[src/hw/plbst_pkg.sv]
`default_nettype none
package plbst_pkg;
	// register offsets
	localparam logic [7:0] ADDR_BASIC_MODE_CONTROL = 8'h00;
	localparam logic [7:0] ADDR_SELFTEST_CONTROL   = 8'h16;
	localparam logic [7:0] ADDR_SELFTEST_STATUS    = 8'h17;
	localparam logic [7:0] ADDR_CHECKER_ERRORS     = 8'h39;
	localparam logic [7:0] ADDR_RX_BYTE_COUNT      = 8'h3a;
	localparam logic [7:0] ADDR_PKT_LENGTH         = 8'h3b;
	localparam logic [7:0] ADDR_GAP_LENGTH         = 8'h3c;
	localparam logic [7:0] ADDR_LOOPBACK_SETUP     = 8'hfe;
	// field positions
	localparam int BMC_LOOP_BIT   = 14;
	localparam int STC_REVMAC_BIT = 4;
	localparam int STC_MEDIA_BIT  = 5;
	localparam int STC_LB_LSB     = 8;
	localparam int STC_GEN_BIT    = 12;
	localparam int STC_CHK_BIT    = 13;
	localparam int STC_CONT_BIT   = 14;
	localparam int CHK_CLR_BIT    = 8;
	// values after reset
	localparam logic [15:0] RST_BMC     = 16'h0000;
	localparam logic [15:0] RST_STC     = 16'h0000;
	localparam logic [15:0] RST_LOOPSET = 16'h0000;
	localparam logic [15:0] RST_PKT_LEN = 16'h0040;
	localparam logic [15:0] RST_GAP_LEN = 16'h000c;
	localparam logic [14:0] PRBS_SEED   = 15'h7fff;
	// checker run lengths
	localparam logic [2:0] LOCK_RUN = 3'h4;
	localparam logic [2:0] LOSS_RUN = 3'h4;
	localparam logic [7:0] ERR_MAX  = 8'hff;
	// operating modes and speeds
	localparam logic [2:0] OP_COPPER = 3'h0;
	localparam logic [2:0] OP_FIBER  = 3'h1;
	localparam logic [2:0] OP_S2R    = 3'h2;
	localparam logic [2:0] OP_R2S    = 3'h3;
	localparam logic [2:0] OP_MCONV  = 3'h4;
	localparam logic [1:0] SPD_10    = 2'h0;
	localparam logic [1:0] SPD_100   = 2'h1;
	localparam logic [1:0] SPD_1000  = 2'h2;

	typedef enum logic [2:0] {LB_NONE, LB_PCS, LB_DIG, LB_ANA, LB_EXT, LB_REV, LB_MII} plbst_lb_e;
	typedef enum logic [1:0] {GEN_IDLE, GEN_PKT, GEN_GAP} plbst_gen_e;

	// eight shifts of x^15+x^14+1; the low byte holds the new bits
	function automatic logic [14:0] prbs_next(input logic [14:0] s);
		logic [14:0] t;
		t = s;
		for (int i = 0; i < 8; i++) begin
			t = {t[13:0], t[14] ^ t[13]};
		end
		return t;
	endfunction

	// counter step: wrap in continuous mode, else stick at max
	function automatic logic [15:0] cnt_step(input logic [15:0] v, input logic [15:0] max, input logic wrap);
		logic [15:0] r;
		r = v + 16'h0001;
		if (v == max) begin
			r = wrap ? 16'h0000 : max;
		end
		return r;
	endfunction

	// loop availability per medium, bridge and speed
	function automatic logic lb_allowed(input logic [2:0] op, input logic [1:0] spd, input plbst_lb_e lb);
		logic ok;
		ok = 1'b1;
		if (op == OP_COPPER) begin
			if ((lb == LB_PCS && spd == SPD_10) || (lb == LB_MII && spd == SPD_100)) ok = 1'b0;
			if (lb == LB_EXT && spd == SPD_1000) ok = 1'b0;
		end else if (op == OP_FIBER) begin
			if (lb == LB_PCS && spd == SPD_100) ok = 1'b0;
			if (lb == LB_ANA && spd != SPD_10) ok = 1'b0;
			if (lb == LB_EXT) ok = 1'b0;
		end else if (op == OP_S2R) begin
			if (lb == LB_PCS || lb == LB_DIG || lb == LB_ANA || lb == LB_EXT) ok = 1'b0;
		end else if (op == OP_R2S) begin
			if (lb == LB_PCS || lb == LB_EXT) ok = 1'b0;
		end else if (op == OP_MCONV) begin
			if ((lb == LB_MII || lb == LB_EXT) && spd != SPD_10) ok = 1'b0;
			if (lb == LB_ANA && spd == SPD_100) ok = 1'b0;
		end
		return ok;
	endfunction
endpackage
`default_nettype wire

[src/hw/plbst_top.sv]
`timescale 1ns/10ps
`default_nettype none
// small fifo; ready and valid come from flops
module plbst_fifo #(
	parameter int WIDTH = 8,
	parameter int DEPTH = 4
) (
	input  wire logic             clk,
	input  wire logic             rst_n,
	input  wire logic             ce,
	input  wire logic [WIDTH-1:0] in_data,
	input  wire logic             in_valid,
	output logic                  in_ready,
	output logic [WIDTH-1:0]      out_data,
	output logic                  out_valid,
	input  wire logic             out_ready
);
	localparam int AW = (DEPTH > 1) ? $clog2(DEPTH) : 1;
	localparam logic [AW:0]   FULL = (AW + 1)'(DEPTH);
	localparam logic [AW-1:0] LAST = AW'(DEPTH - 1);

	logic [WIDTH-1:0] mem [DEPTH];      // storage
	logic [AW-1:0]    wr_ptr_ff;        // write slot
	logic [AW-1:0]    rd_ptr_ff;        // read slot
	logic [AW:0]      count_ff;         // occupancy
	logic [AW:0]      nxt_count;
	logic             in_ready_ff;
	logic             out_valid_ff;
	logic             push;
	logic             pop;

	assign push      = in_valid && in_ready_ff;
	assign pop       = out_valid_ff && out_ready;
	assign in_ready  = in_ready_ff;
	assign out_valid = out_valid_ff;
	assign out_data  = mem[rd_ptr_ff];

	// occupancy drives both flags so they never disagree
	always_comb begin
		nxt_count = count_ff;
		if (push && !pop) nxt_count = count_ff + 1'b1;
		else if (pop && !push) nxt_count = count_ff - 1'b1;
	end

	// pointers and flags
	always_ff @(posedge clk or negedge rst_n) begin
		if (!rst_n) begin
			wr_ptr_ff    <= '0;
			rd_ptr_ff    <= '0;
			count_ff     <= '0;
			in_ready_ff  <= 1'b1;
			out_valid_ff <= 1'b0;
		end else if (ce) begin
			if (push) wr_ptr_ff <= (wr_ptr_ff == LAST) ? '0 : wr_ptr_ff + 1'b1;
			if (pop) rd_ptr_ff <= (rd_ptr_ff == LAST) ? '0 : rd_ptr_ff + 1'b1;
			count_ff     <= nxt_count;
			in_ready_ff  <= (nxt_count != FULL);
			out_valid_ff <= (nxt_count != '0);
		end
	end

	// data array, no reset needed
	always_ff @(posedge clk) begin
		if (ce && push) begin
			mem[wr_ptr_ff] <= in_data;
		end
	end
endmodule

// loopback selection and prbs self test
module plbst_top #(
	parameter int FIFO_DEPTH = 4
) (
	input  wire logic        core_clk,
	input  wire logic        reset_n,
	input  wire logic        clk_en,
	input  wire logic [7:0]  reg_addr,
	input  wire logic [15:0] reg_wdata,
	input  wire logic        reg_wr,
	input  wire logic        reg_rd,
	output logic [15:0]      reg_rdata,
	output logic             reg_rvalid,
	input  wire logic [2:0]  op_mode,
	input  wire logic [1:0]  link_speed,
	input  wire logic [7:0]  mac_tx_data,
	input  wire logic        mac_tx_valid,
	output logic             mac_tx_ready,
	output logic [7:0]       mac_rx_data,
	output logic             mac_rx_valid,
	output logic [7:0]       line_tx_data,
	output logic             line_tx_valid,
	input  wire logic        line_tx_ready,
	input  wire logic [7:0]  line_rx_data,
	input  wire logic        line_rx_valid
);
	// reset release
	logic rst_meta_ff;
	logic rst_n_ff;
	always_ff @(posedge core_clk or negedge reset_n) begin
		if (!reset_n) begin
			rst_meta_ff <= 1'b0;
			rst_n_ff    <= 1'b0;
		end else begin
			rst_meta_ff <= 1'b1;
			rst_n_ff    <= rst_meta_ff;
		end
	end

	// line receive pins cross in through two stages
	logic [7:0] rx_meta_data_ff;
	logic       rx_meta_vld_ff;
	logic [7:0] rx_data_ff;
	logic       rx_vld_ff;
	always_ff @(posedge core_clk or negedge rst_n_ff) begin
		if (!rst_n_ff) begin
			rx_meta_data_ff <= 8'h00;
			rx_meta_vld_ff  <= 1'b0;
			rx_data_ff      <= 8'h00;
			rx_vld_ff       <= 1'b0;
		end else if (clk_en) begin
			rx_meta_data_ff <= line_rx_data;
			rx_meta_vld_ff  <= line_rx_valid;
			rx_data_ff      <= rx_meta_data_ff;
			rx_vld_ff       <= rx_meta_vld_ff;
		end
	end

	// management registers
	logic [15:0] bmc_ff;        // basic_mode_control
	logic [15:0] stc_ff;        // selftest_control
	logic [15:0] loopset_ff;    // loopback_setup, held for software
	logic [15:0] pkt_len_ff;    // bytes per packet
	logic [15:0] gap_len_ff;    // idle cycles between packets
	logic        wr_hit;
	logic        chk_clr;
	assign wr_hit  = reg_wr && clk_en;
	assign chk_clr = wr_hit && reg_addr == plbst_pkg::ADDR_CHECKER_ERRORS && reg_wdata[plbst_pkg::CHK_CLR_BIT];

	// writes to read-only offsets are dropped
	always_ff @(posedge core_clk or negedge rst_n_ff) begin
		if (!rst_n_ff) begin
			bmc_ff     <= plbst_pkg::RST_BMC;
			stc_ff     <= plbst_pkg::RST_STC;
			loopset_ff <= plbst_pkg::RST_LOOPSET;
			pkt_len_ff <= plbst_pkg::RST_PKT_LEN;
			gap_len_ff <= plbst_pkg::RST_GAP_LEN;
		end else if (wr_hit) begin
			if (reg_addr == plbst_pkg::ADDR_BASIC_MODE_CONTROL) bmc_ff <= reg_wdata;
			else if (reg_addr == plbst_pkg::ADDR_SELFTEST_CONTROL) stc_ff <= reg_wdata;
			else if (reg_addr == plbst_pkg::ADDR_LOOPBACK_SETUP) loopset_ff <= reg_wdata;
			else if (reg_addr == plbst_pkg::ADDR_PKT_LENGTH) pkt_len_ff <= reg_wdata;
			else if (reg_addr == plbst_pkg::ADDR_GAP_LENGTH) gap_len_ff <= reg_wdata;
		end
	end

	// decoded controls
	logic gen_en;
	logic chk_en;
	logic cont_mode;
	logic rev_to_mac;
	logic mii_media;
	assign gen_en     = stc_ff[plbst_pkg::STC_GEN_BIT];
	assign chk_en     = stc_ff[plbst_pkg::STC_CHK_BIT];
	assign cont_mode  = stc_ff[plbst_pkg::STC_CONT_BIT];
	assign rev_to_mac = stc_ff[plbst_pkg::STC_REVMAC_BIT];
	assign mii_media  = stc_ff[plbst_pkg::STC_MEDIA_BIT];

	// requested loop; the control register bit beats the field
	plbst_pkg::plbst_lb_e lb_req;
	always_comb begin
		lb_req = plbst_pkg::LB_NONE;
		if (bmc_ff[plbst_pkg::BMC_LOOP_BIT]) lb_req = plbst_pkg::LB_MII;
		else if (stc_ff[plbst_pkg::STC_LB_LSB+:3] <= 3'h5) lb_req = plbst_pkg::plbst_lb_e'(stc_ff[plbst_pkg::STC_LB_LSB+:3]);
	end

	// loop in force, registered so mode changes apply on a clean edge
	plbst_pkg::plbst_lb_e lb_ff;
	logic                 refused_ff;  // request not available here
	always_ff @(posedge core_clk or negedge rst_n_ff) begin
		if (!rst_n_ff) begin
			lb_ff      <= plbst_pkg::LB_NONE;
			refused_ff <= 1'b0;
		end else if (clk_en) begin
			if (plbst_pkg::lb_allowed(op_mode, link_speed, lb_req)) begin
				lb_ff      <= lb_req;
				refused_ff <= 1'b0;
			end else begin
				lb_ff      <= plbst_pkg::LB_NONE;
				refused_ff <= 1'b1;
			end
		end
	end

	logic internal;  // data turns inside the device
	logic to_line;   // drained bytes go out on the line
	logic rev;
	assign internal = lb_ff == plbst_pkg::LB_MII || lb_ff == plbst_pkg::LB_PCS
		|| lb_ff == plbst_pkg::LB_DIG || lb_ff == plbst_pkg::LB_ANA;
	assign to_line  = !internal || (lb_ff == plbst_pkg::LB_MII && mii_media);
	assign rev      = lb_ff == plbst_pkg::LB_REV;

	// prbs generator
	plbst_pkg::plbst_gen_e gen_st_ff;
	logic [14:0]           gen_lfsr_ff;
	logic [15:0]           gen_cnt_ff;
	logic [7:0]            gen_byte;
	logic [14:0]           gen_next;
	logic                  gen_push;
	logic                  fifo_in_ready;
	assign gen_next = plbst_pkg::prbs_next(gen_lfsr_ff);
	assign gen_byte = gen_next[7:0];
	assign gen_push = gen_st_ff == plbst_pkg::GEN_PKT && fifo_in_ready && !rev;

	// packet then gap; a started packet always completes
	always_ff @(posedge core_clk or negedge rst_n_ff) begin
		if (!rst_n_ff) begin
			gen_st_ff   <= plbst_pkg::GEN_IDLE;
			gen_lfsr_ff <= plbst_pkg::PRBS_SEED;
			gen_cnt_ff  <= 16'h0000;
		end else if (clk_en) begin
			case (gen_st_ff)
				plbst_pkg::GEN_IDLE: begin
					gen_cnt_ff <= 16'h0000;
					if (gen_en && !rev) gen_st_ff <= plbst_pkg::GEN_PKT;
				end
				plbst_pkg::GEN_PKT: begin
					if (gen_push) begin
						gen_lfsr_ff <= gen_next;
						gen_cnt_ff  <= gen_cnt_ff + 16'h0001;
						if (gen_cnt_ff + 16'h0001 >= pkt_len_ff) begin
							gen_cnt_ff <= 16'h0000;
							gen_st_ff  <= plbst_pkg::GEN_GAP;
						end
					end
				end
				plbst_pkg::GEN_GAP: begin
					gen_cnt_ff <= gen_cnt_ff + 16'h0001;
					if (gen_cnt_ff + 16'h0001 >= gen_len_ok(gap_len_ff)) begin
						gen_cnt_ff <= 16'h0000;
						gen_st_ff  <= gen_en ? plbst_pkg::GEN_PKT : plbst_pkg::GEN_IDLE;
					end
				end
				default: gen_st_ff <= plbst_pkg::GEN_IDLE;
			endcase
		end
	end

	// a gap of zero still costs one idle cycle
	function automatic logic [15:0] gen_len_ok(input logic [15:0] n);
		return (n == 16'h0000) ? 16'h0001 : n;
	endfunction

	// transmit source: reverse loop ignores the mac, else prbs or mac
	logic [7:0] fifo_in_data;
	logic       fifo_in_valid;
	always_comb begin
		fifo_in_data  = mac_tx_data;
		fifo_in_valid = mac_tx_valid && !gen_en;
		if (rev) begin
			fifo_in_data  = rx_data_ff;
			fifo_in_valid = rx_vld_ff;
		end else if (gen_en || gen_st_ff != plbst_pkg::GEN_IDLE) begin
			fifo_in_data  = gen_byte;
			fifo_in_valid = gen_push;
		end
	end

	logic [7:0] fifo_out_data;
	logic       fifo_out_valid;
	logic       fifo_out_ready;
	logic       line_vld_ff;
	logic [7:0] line_data_ff;
	assign fifo_out_ready = to_line ? (!line_vld_ff || line_tx_ready) : 1'b1;

	// mac data stalls here when the line holds off
	plbst_fifo #(
		.WIDTH (8),
		.DEPTH (FIFO_DEPTH)
	) u_txq (
		.clk       (core_clk),
		.rst_n     (rst_n_ff),
		.ce        (clk_en),
		.in_data   (fifo_in_data),
		.in_valid  (fifo_in_valid),
		.in_ready  (fifo_in_ready),
		.out_data  (fifo_out_data),
		.out_valid (fifo_out_valid),
		.out_ready (fifo_out_ready)
	);
	assign mac_tx_ready = fifo_in_ready;

	logic pop;
	assign pop = fifo_out_valid && fifo_out_ready;

	// line transmit stage holds a byte until the line takes it
	always_ff @(posedge core_clk or negedge rst_n_ff) begin
		if (!rst_n_ff) begin
			line_vld_ff  <= 1'b0;
			line_data_ff <= 8'h00;
		end else if (clk_en) begin
			if (pop && to_line) begin
				line_vld_ff  <= 1'b1;
				line_data_ff <= fifo_out_data;
			end else if (line_tx_ready) begin
				line_vld_ff <= 1'b0;
			end
		end
	end
	assign line_tx_valid = line_vld_ff;
	assign line_tx_data  = line_data_ff;

	// internal loop pipe; deeper loop points return later
	logic [7:0] dly_data_ff [4];
	logic [3:0] dly_vld_ff;
	always_ff @(posedge core_clk or negedge rst_n_ff) begin
		if (!rst_n_ff) begin
			dly_vld_ff <= 4'h0;
			for (int i = 0; i < 4; i++) dly_data_ff[i] <= 8'h00;
		end else if (clk_en) begin
			dly_vld_ff     <= {dly_vld_ff[2:0], pop && internal};
			dly_data_ff[0] <= fifo_out_data;
			for (int i = 1; i < 4; i++) dly_data_ff[i] <= dly_data_ff[i-1];
		end
	end

	// receive byte toward the mac and the checker
	logic [7:0] rxb_data;
	logic       rxb_vld;
	always_comb begin
		rxb_data = rx_data_ff;
		rxb_vld  = rx_vld_ff;
		case (lb_ff)
			plbst_pkg::LB_MII: begin
				rxb_data = dly_data_ff[0];
				rxb_vld  = dly_vld_ff[0];
			end
			plbst_pkg::LB_PCS: begin
				rxb_data = dly_data_ff[1];
				rxb_vld  = dly_vld_ff[1];
			end
			plbst_pkg::LB_DIG: begin
				rxb_data = dly_data_ff[2];
				rxb_vld  = dly_vld_ff[2];
			end
			plbst_pkg::LB_ANA: begin
				rxb_data = dly_data_ff[3];
				rxb_vld  = dly_vld_ff[3];
			end
			plbst_pkg::LB_REV: rxb_vld = rx_vld_ff && rev_to_mac;
			default: rxb_vld = rx_vld_ff;  // external and none use the line
		endcase
	end

	// mac receive output
	logic [7:0] mac_data_ff;
	logic       mac_vld_ff;
	always_ff @(posedge core_clk or negedge rst_n_ff) begin
		if (!rst_n_ff) begin
			mac_data_ff <= 8'h00;
			mac_vld_ff  <= 1'b0;
		end else if (clk_en) begin
			mac_data_ff <= rxb_data;
			mac_vld_ff  <= rxb_vld;
		end
	end
	assign mac_rx_data  = mac_data_ff;
	assign mac_rx_valid = mac_vld_ff;

	// checker sees every received byte, also reverse-only ones
	logic        chk_vld;
	logic [14:0] hist_ff;    // last fifteen received bits
	logic [2:0]  run_ff;     // consecutive match or miss count
	logic        lock_ff;
	logic        lost_ff;
	logic [7:0]  err_ff;
	logic [15:0] bytes_ff;
	logic        match;
	logic [14:0] hist_pred;  // history stepped one byte ahead
	logic [15:0] err_base;
	logic [15:0] bytes_base;
	logic [15:0] err_inc;
	assign chk_vld    = chk_en && (rev ? rx_vld_ff : rxb_vld);
	assign hist_pred  = plbst_pkg::prbs_next(hist_ff);
	assign match      = rxb_data == hist_pred[7:0];
	assign err_base   = chk_clr ? 16'h0000 : {8'h00, err_ff};
	assign bytes_base = chk_clr ? 16'h0000 : bytes_ff;
	assign err_inc    = plbst_pkg::cnt_step(err_base, {8'h00, plbst_pkg::ERR_MAX}, cont_mode);

	// self-synchronising check; a new event beats a clear
	always_ff @(posedge core_clk or negedge rst_n_ff) begin
		if (!rst_n_ff) begin
			hist_ff  <= 15'h0000;
			run_ff   <= 3'h0;
			lock_ff  <= 1'b0;
			lost_ff  <= 1'b0;
			err_ff   <= 8'h00;
			bytes_ff <= 16'h0000;
		end else if (clk_en) begin
			err_ff   <= err_base[7:0];
			bytes_ff <= bytes_base;
			lost_ff  <= lost_ff && !chk_clr;
			if (!chk_en) begin
				lock_ff <= 1'b0;
				run_ff  <= 3'h0;
			end else if (chk_vld) begin
				hist_ff  <= {hist_ff[6:0], rxb_data};
				bytes_ff <= plbst_pkg::cnt_step(bytes_base, 16'hffff, cont_mode);
				if (!lock_ff) begin
					run_ff <= match ? run_ff + 3'h1 : 3'h0;
					if (match && run_ff + 3'h1 >= plbst_pkg::LOCK_RUN) begin
						lock_ff <= 1'b1;
						run_ff  <= 3'h0;
					end
				end else if (!match) begin
					err_ff <= err_inc[7:0];
					run_ff <= run_ff + 3'h1;
					if (run_ff + 3'h1 >= plbst_pkg::LOSS_RUN) begin
						lock_ff <= 1'b0;
						lost_ff <= 1'b1;
						run_ff  <= 3'h0;
					end
				end else begin
					run_ff <= 3'h0;
				end
			end
		end
	end

	// register read, answered one edge later
	logic [15:0] rdata_ff;
	logic        rvalid_ff;
	logic        busy;
	assign busy = gen_st_ff != plbst_pkg::GEN_IDLE;
	always_ff @(posedge core_clk or negedge rst_n_ff) begin
		if (!rst_n_ff) begin
			rdata_ff  <= 16'h0000;
			rvalid_ff <= 1'b0;
		end else if (clk_en) begin
			rvalid_ff <= reg_rd;
			if (!reg_rd) rdata_ff <= rdata_ff;
			else if (reg_addr == plbst_pkg::ADDR_BASIC_MODE_CONTROL) rdata_ff <= bmc_ff;
			else if (reg_addr == plbst_pkg::ADDR_SELFTEST_CONTROL) rdata_ff <= stc_ff;
			else if (reg_addr == plbst_pkg::ADDR_SELFTEST_STATUS)
				rdata_ff <= {11'h000, refused_ff, lb_ff != plbst_pkg::LB_NONE, busy, lost_ff, lock_ff};
			else if (reg_addr == plbst_pkg::ADDR_CHECKER_ERRORS) rdata_ff <= {8'h00, err_ff};
			else if (reg_addr == plbst_pkg::ADDR_RX_BYTE_COUNT) rdata_ff <= bytes_ff;
			else if (reg_addr == plbst_pkg::ADDR_PKT_LENGTH) rdata_ff <= pkt_len_ff;
			else if (reg_addr == plbst_pkg::ADDR_GAP_LENGTH) rdata_ff <= gap_len_ff;
			else if (reg_addr == plbst_pkg::ADDR_LOOPBACK_SETUP) rdata_ff <= loopset_ff;
			else rdata_ff <= 16'h0000;
		end
	end
	assign reg_rdata  = rdata_ff;
	assign reg_rvalid = rvalid_ff;
endmodule
`default_nettype wire

[config.mk]
export PLATFORM = sky130hd
export DESIGN_NAME = plbst_top
export DESIGN_NICKNAME = d
export VERILOG_FILES = /design/src/hw/plbst_pkg.sv /design/src/hw/plbst_top.sv
export SDC_FILE = /design/constraint.sdc
export NUM_CORES = 1
export LEC_CHECK = 0
export ABC_AREA = 1
export ABC_CLOCK_PERIOD_IN_PS = 7710
export BUFFER_PORTS_ARGS = -buffer_cell sky130_fd_sc_hd__clkbuf_2
export CORE_MARGIN = 10
export CORE_UTILIZATION = 30
export CTS_BUF_LIST = sky130_fd_sc_hd__clkbuf_8
export CTS_CLUSTER_DIAMETER = 120
export DETAILED_ROUTE_END_ITERATION = 12
export GPL_ROUTABILITY_DRIVEN = 0
export PLACE_DENSITY_LB_ADDON = 0.08
export SYNTH_ARGS = -nofsm -noshare
export SYNTH_HDL_FRONTEND = slang
export SYNTH_SLANG_ARGS = --single-unit
[constraint.sdc]
create_clock -name core_clk -period 7.71 [get_ports core_clk]
set_input_delay 0.3855 -clock core_clk [delete_from_list [all_inputs] [get_ports core_clk]]
set_output_delay 0.3855 -clock core_clk [all_outputs]
set_load 0.02 [all_outputs]
# Word-level counts from Yosys, hierarchy flattened
# Memories as Yosys holds them, arrays and structs flattened.
# Cells that the tools add are included.
[word_totals] ff_bits=261 latchBits=0 ram_bits=32 rom_bits=0 word_cells=262 mem_count=1
[op_classes] addsub=8 mul=0 div_mod_pow=0 n_lt_le_gt_ge=4 n_eq_ne=36 shifts=0 mux=84 n_bitwise=20 n_reduce_logical=71
[memory_table] name="u_txq.mem" depth=4 width=8 read_ports=1 rd_ports_with_merged_regs=0 write_ports=1 line="plbst_top.sv:22" rtl="logic [WIDTH-1:0] mem [DEPTH];"
[ops] operator="$mux 16" count=17
[ops] operator="$mux 8" count=9
[ops] operator="$pmux 16 s3" count=1
[ops] operator="$mux 1" count=36
[ops] operator="$mux 3" count=12
[ops] operator="$add 16x1->16 const B" count=2
[ops] operator="$eq 8x6->1 const B" count=4
[ops] operator="$ge 16x16->1" count=2
[ops] operator="$pmux 8 s4" count=1
[ops] operator="$logic_and 1x1->1" count=26
[ops] operator="$eq 3x2->1 const B" count=6
[ops] operator="$eq 16x16->1 const B" count=1
[ops] operator="$eq 8x5->1 const B" count=2
[ops] operator="$eq 8x8->1 const B" count=2
[ops] operator="$logic_not 16->1" count=1
[ops] operator="$xor 1x1->1" count=16
[ops] operator="$eq 3x3->1 const B" count=5
[ops] operator="$reduce_and 2->1" count=7
[ops] operator="$logic_or 1x1->1" count=12
[ops] operator="$mux 2" count=6
[ops] operator="$reduce_and 3->1" count=4
[ops] operator="$reduce_and 5->1" count=2
[ops] operator="$eq 3x1->1 const B" count=3
[ops] operator="$reduce_bool 3->1" count=3
[ops] operator="other kinds (22)" count=43

# Depth between registers and ports, before layout
# Gate-level depths: netlist (run 1).
[depth] depth_word=15 mapped_depth=20 depth_no_buf=20

# Cells and area by module
# Synthesis (run 1) repeated with hierarchy kept, for this count alone.
[hier_totals] hier_cells=1955 hier_area_um2=15458.6
[modules_own_cells] mod="plbst_top" instances=1 cells_per_inst=1797 area_per_inst_um2=13694.4 seq_area_each_um2=6328.6
[modules_own_cells] mod="plbst_fifo" instances=1 cells_per_inst=158 area_per_inst_um2=1764.2 seq_area_each_um2=1187.4

# Worst setup path before layout (run 1)
# No wires, ideal clock.
[synth_path] path_kind="register -> register" from="register gen_cnt_ff[2]" to="register gen_cnt_ff[14]" t_arrival_ns=2.856 setup_slack_ns=4.777 stages_incl_launch_ff=21 path_buffers=1 synth_period_minus_slack_ns=2.933 path_cell_list="dfrtp_1 > inv_1 > nor3_1 > nand3_1 > nor2_1 > nand3_1 > nor2_1 > nand4_1 > xor2_1 > inv_1 > ha_1 > nand2_1 > inv_1 > o21ai_0 > nand2_1 > a21oi_1 > nand4_1 > nand2_1 > clkbuf_1 > nand3_1 > o21ai_1"
[synth_between] elab_chain_len=5 word_cells_on_any_way=7 cone_classes="add/sub: 1; order compare: 2; mux: 4"
[synth_rtl] element="start, declared" line="plbst_top.sv:205" rtl="logic [15:0] gen_cnt_ff;"
[synth_rtl] element="start signal, assigned" line="plbst_top.sv:229" rtl="gen_cnt_ff <= gen_cnt_ff + 16'h0001;"
[synth_rtl] element="start signal, assigned" line="plbst_top.sv:237" rtl="gen_cnt_ff <= gen_cnt_ff + 16'h0001;"
[synth_rtl] element="$add 16x1->16 (*)"
[synth_rtl] element="$ge 16x16->1" line="plbst_top.sv:230" rtl="if (gen_cnt_ff + 16'h0001 >= pkt_len_ff) begin"
[synth_rtl] element="$mux 16" line="plbst_top.sv:230"
[synth_rtl] element="$mux 16" line="plbst_top.sv:227" rtl="if (gen_push) begin"
[synth_rtl] element="$pmux 16 s3 (*)" line="plbst_top.sv:221" rtl="case (gen_st_ff)"
# Every way passes the cells marked *; elsewhere a longest branch is shown, timed or not. The select of a mux whose other input is x is not followed.
# A chain may end at the register's enable or synchronous reset.

# Worst setup path in the final report (run 1)
[layout_path] from="register gen_st_ff[1]" to="register gen_cnt_ff[3]"
[layout_between] elab_chain_len=5 word_cells_on_any_way=9 cone_classes="eq/ne: 3; mux: 1; reduce/logical: 5"
[layout_rtl] element="start, declared" line="plbst_top.sv:203" rtl="plbst_pkg::plbst_gen_e gen_st_ff;"
[layout_rtl] element="start signal, assigned" line="plbst_top.sv:217" rtl="gen_st_ff <= plbst_pkg::GEN_IDLE;"
[layout_rtl] element="start signal, assigned" line="plbst_top.sv:224" rtl="if (gen_en && !rev) gen_st_ff <= plbst_pkg::GEN_PKT;"
[layout_rtl] element="start signal, assigned" line="plbst_top.sv:232" rtl="gen_st_ff <= plbst_pkg::GEN_GAP;"
[layout_rtl] element="$eq 2x1->1" line="plbst_top.sv:212, plbst_top.sv:221"
[layout_rtl] element="$logic_and 1x1->1 (2 in series)" line="plbst_top.sv:212" rtl="assign gen_push = gen_st_ff == plbst_pkg::GEN_PKT && fifo_in_ready && !rev;"
[layout_rtl] element="$ne 2x2->1 (no source line)"
[layout_rtl] element="$reduce_and 3->1 (no source line)"
# Several ways; a longest one is shown, not always the timed one.

==> impl_metrics.csv, run 1 <==
group,metric,value,unit
placed_design,hpwlAfterDp,35500,um
status,status,"finished clean",
timing,fin_crit,3890,ps
timing,finalCritPeriodShare,0.504,
yosys,synth_fp_nets,2045,
power_and_ir_drop,power_density,272,nW/um^2
floorplanning,start_util,0.304,
cells_and_area,layout_common_cells,"nand2_1 (601), o21ai_0 (252), inv_1 (243), dfrtp_1 (241), nor2_1 (118)",
floorplanning,die_h,246,um
floorplanning,die-width,246,um
yosys,ys_seq_elements,293,
grt,grt_pass1_wl,77300,um
setup_path,worstPathRequired,8260,ps
timing,finalSetupTns,0,ps
detailed_routing,routedWlPerCell,17.8,um
timing,hold_viol,0,
setup_path,crit_path_end_kind,"register",
clock_tree,clkSlewWorstSetupHoldPaths,60,ps
yosys,postSynthCellCount,1944,
clock_tree,cts_sinks,293,
detailed_routing,vias,12900,
placed_design,dpl-instance-area,16300,sq um
cells_and_area,final_cells,2754,
yosys,synth_enable_flop_cells,32,
floorplanning,dieArea,60300,sq um
cells_and_area,design_area,17700,sq um
cells_and_area,layout_commonest_cell,"nand2_1",
yosys,yosysWarnings,0,
yosys,syn_area,15300,sq um
grt,track_usage,0.163,
grt,grt_antenna_before_repair,0,
min_path,hold_path_class,"in2async",
timing,worst_pin_slew,1170,ps
clock_tree,insertion_delay,650,ps
detailed_routing,drtPass1Iterations,5,
timing,rsz0062_at_grt,"false",
timing,fin_worst_skew,27.0,ps
timing,max_freq,257,MHz
detailed_routing,via_per_inst,4.69,
clock_tree,clk_path_buf_depth,3,
placed_design,port-buffer-count,88,
cells_and_area,diodes,0,
detailed_routing,antenna_left,0,
clock_tree,cts_buffers,54,
floorplanning,rows,82,
floorplanning,io-pin-count,89,
detailed_routing,drt-total-wl,49000,um
setup_path,crit_type,"reg2reg",
clock_tree,htreeDepth,2,
grt,grt_overflow,0,
clock_tree,cts_root_buffer,"clkbuf_8",
yosys,seq_area_frac_synth,0.492,
yosys,synth_ff_type,"dfrtp_1",
timing,hold-worst-slack,56.7,ps
clock_tree,cts_setup_buffers,0,
yosys,yosys.cell_types.count,47,
grt,grt_start_max_net_pins,160,
timing,drv_slew,0,
floorplanning,core-area,50300,sq um
timing,setup_viol,0,
cells_and_area,area_growth,15.7,%
yosys,async_flop_share,0.891,
run,maxCapViolCount,0,
cells_and_area,layout.nets,2140,
setup_path,crit_fanout,16,
setup_path,critPathLaunchType,"register",
cells_and_area,drive_above_1_share,0.106,
detailed_routing,drtIter0Drc,878,
placed_design,dp_cells,2645,
power_and_ir_drop,ir_drop,0.000101,V
clock_tree,cts_tree,"yes",
timing,relSlewSlack,0.221,
grt,grt_pass1_vias,13100,
power_and_ir_drop,p_leak,8.57,nW
yosys,syn_area_per_cell,7.86,sq um
detailed_routing,route.detailed.drc,0,
setup_path,arrival,4440,ps
-- power by group --
part | total, mW | switching (mW) | internal [mW]
sequential | 2.06 | 0.196 | 1.87
combinational | 1.04 | 0.721 | 0.316
clock | 1.71 | 0.718 | 0.994
total | 4.81 | 1.64 | 3.18
-- path summary, 6_finish.rpt --
path,depth (start not counted),slack (ps),startpoint,end
min in group core_clk,4,60,line_tx_ready,line_tx_valid
worst max register to register,12,3820,gen_st_ff[1],gen_cnt_ff[3]
max in group asynchronous,1,5870,rst_n_ff,u_txq.wr_ptr_ff[0]
worst min register to register,0,350,rst_meta_ff,rst_n_ff
worst max-delay path,12,3820,gen_st_ff[1],gen_cnt_ff[3]
worst min-delay path,2,60,reset_n,rst_meta_ff
-- sequential cells by signal (all words and copies together), names as in the netlist, 4 cells and up --
| signal | count |
|---|---|
| bmc_ff | 16 |
| bytes_ff | 16 |
| dly_data_ff | 32 |
| dly_vld_ff | 4 |
| err_ff | 8 |
| gap_len_ff | 16 |
| gen_cnt_ff | 16 |
| gen_lfsr_ff | 15 |
| hist_ff | 15 |
| line_tx_data | 8 |
| loopset_ff | 16 |
| mac_rx_data | 8 |
| pkt_len_ff | 16 |
| reg_rdata | 16 |
| rx_data_ff | 8 |
| rx_meta_data_ff | 8 |
| stc_ff | 16 |
| u_txq.mem | 32 |
-- critical path, cell delays in order (launching register included) --
cell and delay [ps]:
dfrtp_1 410, inv_1 100, ha_1 290, nand2_1 120
nor3_2 730, inv_2 280, o21ai_1 190, inv_1 60
nor2_1 620, nand2_1 230, inv_1 360, nand2_1 190
o21ai_0 190
-- synth_stat cells (2+ instances only) --
master / number / area share
nor2_4: 2 / 0.0015
xor2_1: 29 / 0.017
nand3b_1: 3 / 0.0015
clkbuf_1: 53 / 0.013
ha_1: 48 / 0.039
o31ai_1: 3 / 0.0015
dfrtp_1: 242 / 0.40
nand4_1: 27 / 0.011
o21ai_1: 8 / 0.0026
a31oi_1: 11 / 0.0045
buf_4: 2 / 0.00098
nor2_2: 3 / 0.0012
buf_6: 3 / 0.0022
nand2_1: 601 / 0.15
o22ai_1: 30 / 0.012
buf_2: 6 / 0.0020
nand3_1: 88 / 0.029
clkinv_1: 3 / 0.00074
o211ai_1: 9 / 0.0044
nor3_1: 12 / 0.0039
o311ai_0: 2 / 0.0011
nor2_1: 118 / 0.029
o221ai_1: 4 / 0.0023
nor4_1: 5 / 0.0020
nand2_2: 6 / 0.0025
inv_2: 8 / 0.0020
a211oi_1: 2 / 0.00098
dfstp_2: 19 / 0.033
edfxtp_1: 32 / 0.063
o21ai_0: 252 / 0.083
a21oi_1: 55 / 0.018
o2111ai_1: 2 / 0.0011
inv_1: 230 / 0.057
xnor2_1: 12 / 0.0069
nand3_2: 2 / 0.0013
-- metal layers --
metal	vias to the layer above	GRT usage	wire (um)	part of all wire
met5	-	0	0	0
met4	0	0.0512	1270	0.026
met3	83	0.0279	2090	0.043
met2	270	0.263	22300	0.46
met1	6061	0.219	23300	0.48
li1	6502	-	-	-
-- repair_timing --
item                      in CTS  in global routing
resized for setup              0                  0
hold endpoints to repair      11                  0
hold buffers                  10                  0
-- final cells by class --
type | count | area [sq um]
multi-input cells | 1344 | 6560
clock inverters | 31 | 293
inverters | 242 | 910
fillers | 5409 | 32600
flip-flops and latches | 293 | 7520
clock buffers | 68 | 936
repair buffers | 104 | 601
well taps | 672 | 841
-- cell families (layout without fill, tap and decap cells) --
| family | count (synthesis) | after routing | synth area share |
|---|---|---|---|
| buf+inv | 307 | 445 | 0.0780 |
| flops | 293 | 293 | 0.492 |
| xor+xnor | 41 | 41 | 0.0235 |
| other cells | 1 | 1 | 0.000246 |
| fa+ha+maj | 48 | 48 | 0.0393 |
| compound gates | 384 | 384 | 0.135 |
| simple gates | 870 | 870 | 0.232 |
-- metrics by stage --
stage	utilization	power, mW	setup WS, ps
4_1_cts	0.351	4.89	3760
6_report	0.351	4.81	3820
5_1_grt	0.351	5.14	3360
3_3_place_gp	0.325	3.14	3820
2_1_floorplan	-	2.75	3450
3_5_place_dp	0.325	3.14	3740
Power figures use the tool's default switching activity.
==> run 2, diff against run 1 <==
--- a/config.mk
+++ b/config.mk
@@ -6,7 +6,7 @@
 export NUM_CORES = 1
 export LEC_CHECK = 0
 export ABC_AREA = 1
-export ABC_CLOCK_PERIOD_IN_PS = 7710
+export ABC_CLOCK_PERIOD_IN_PS = 3500
 export BUFFER_PORTS_ARGS = -buffer_cell sky130_fd_sc_hd__clkbuf_2
 export CORE_MARGIN = 10
 export CORE_UTILIZATION = 30
==> constraint.sdc (replaced) <==
create_clock -name core_clk -period 3.5 [get_ports core_clk]
set_input_delay 0.175 -clock core_clk [delete_from_list [all_inputs] [get_ports core_clk]]
set_output_delay 0.175 -clock core_clk [all_outputs]
set_load 0.02 [all_outputs]
==> impl_metrics.csv, run 2 (synthesis results as in run 1) <==
group,metric,value,unit
status,status,"finished clean",
placed_design,dpl-instance-area,16600,sq um
clock_tree,cts_buffers,54,
timing,relSlewSlack,0.362,
floorplanning,start_util,0.304,
clock_tree,clk_path_buf_depth,3,
setup_path,crit_type,"reg2reg",
cells_and_area,layout_common_cells,"nand2_1 (599), inv_1 (252), o21ai_0 (250), dfrtp_1 (241), nor2_1 (113)",
timing,fin_worst_skew,32.1,ps
cells_and_area,diodes,0,
cells_and_area,area_growth,18.4,%
setup_path,worstPathRequired,4070,ps
timing,setup_viol,0,
detailed_routing,routedWlPerCell,17.7,um
setup_path,critPathLaunchType,"register",
cells_and_area,design_area,18100,sq um
floorplanning,dieArea,60300,sq um
power_and_ir_drop,ir_drop,0.000263,V
power_and_ir_drop,p_total,10.2,mW
grt,grt_start_max_net_pins,84,
clock_tree,cts_sinks,293,
timing,finalCritPeriodShare,0.905,
clock_tree,clkSlewWorstSetupHoldPaths,60,ps
timing,fin_crit,3170,ps
floorplanning,rows,82,
cells_and_area,drive_above_1_share,0.122,
grt,grt_pass1_wl,78100,um
setup_path,arrival,3730,ps
detailed_routing,route.detailed.drc,0,
cells_and_area,layout_commonest_cell,"nand2_1",
floorplanning,die_h,246,um
timing,drv_slew,0,
min_path,hold_path_class,"in2reg",
detailed_routing,via_per_inst,4.73,
placed_design,hpwlAfterDp,35900,um
clock_tree,insertion_delay,650,ps
placed_design,port-buffer-count,88,
floorplanning,die-width,246,um
detailed_routing,vias,13300,
timing,hold_viol,0,
cells_and_area,post-route-util,0.360,
power_and_ir_drop,power_density,563,nW/um^2
timing,max_freq,316,MHz
cells_and_area,layout.nets,2198,
detailed_routing,drt-total-wl,49800,um
grt,grt_antenna_before_repair,0,
setup_path,crit_path_end_kind,"register",
clock_tree,cts_root_buffer,"clkbuf_8",
timing,worst_pin_slew,954,ps
setup_path,r2r_slack,330,ps
run,maxCapViolCount,0,
grt,grt_pass1_vias,13300,
cells_and_area,reg.largest.list,"dly_data_ff: 32 flops, u_txq.mem: 32 flops",
detailed_routing,drtIter0Drc,849,
grt,track_usage,0.165,
floorplanning,io-pin-count,89,
clock_tree,htreeDepth,2,
detailed_routing,drtPass1Iterations,5,
detailed_routing,antenna_left,0,
clock_tree,cts_tree,"yes",
setup_path,crit_fanout,7,
power_and_ir_drop,p_leak,8.79,nW
grt,grt_overflow,0,
floorplanning,core-area,50300,sq um
## run 2: through the flow
stage | hold WS (ps) | std cells | TNS [ps] | worst slack [ps]
floorplan | -121 | 1944 | 0 | 567
CTS | 3.84 | 2808 | 0 | 1.99
global route | 42.7 | 2810 | -104 | -27.9
global placement | -37.2 | 2675 | 0 | 181
finish | 49.6 | 2810 | 0 | 332
detailed placement | -38.2 | 2675 | 0 | 25.8
## run 2: repair_timing
item | in CTS | in global routing
gates resized for setup | 0 | 21
setup buffers | 0 | 2
setup endpoints to repair | 0 | 18
endpoints found under the hold margin | 115 | 0
hold buffers | 36 | 0
## run 2: final cells by class
type | count | area (sq um)
fillers | 5397 | 32200
flip-flops and latches | 293 | 7520
multi-input cells | 1344 | 6640
repair buffers | 162 | 1120
clock buffers | 67 | 922
inverters | 242 | 910
well taps | 672 | 841
clock inverters | 30 | 131
## run 2: worst paths after layout
path | start | depth (start not counted) | endpoint
setup / recovery | gen_cnt_ff[0] | 19 | gen_cnt_ff[6]
min in group asynchronous | reset_n | 3 | rst_n_ff
hold reg to reg | rst_meta_ff | 0 | rst_n_ff
max in group asynchronous | rst_n_ff | 1 | gen_lfsr_ff[7]
hold / removal | reg_wdata[13] | 3 | gap_len_ff[13]
setup reg to reg | gen_cnt_ff[0] | 19 | gen_cnt_ff[6]
## run 2: critical path, stage by stage, from the launching register on
cell     delay [ps]
dfrtp_1         370
ha_2            210
nand3_2         110
nor2_4          140
nand4_1         160
nor2_2          170
nand3_2         100
nor3_2          220
xor2_1          290
ha_1            290
nand2_1          60
inv_1            50
nand3_1         120
inv_1            60
a21oi_1         140
nand4_1         160
nand2_4         170
buf_4           140
nand3_1          50
o21ai_0          90
## run 2: report_power, final
part	total, mW	switching [mW]	internal (mW)	leakage [nW]
logic	2.39	1.61	0.785	4.47
clock network	3.24	1.53	1.72	0.623
registers	4.54	0.433	4.11	3.70
total	10.2	3.57	6.61	8.79
## run 2: routing by layer
metal | vias up | global-route usage | routed length (um)
li1 | 6622 | - | -
met1 | 6237 | 0.219 | 22800
met2 | 332 | 0.267 | 23000
met3 | 87 | 0.0301 | 2710
met4 | 0 | 0.0550 | 1330
met5 | - | 0 | 0
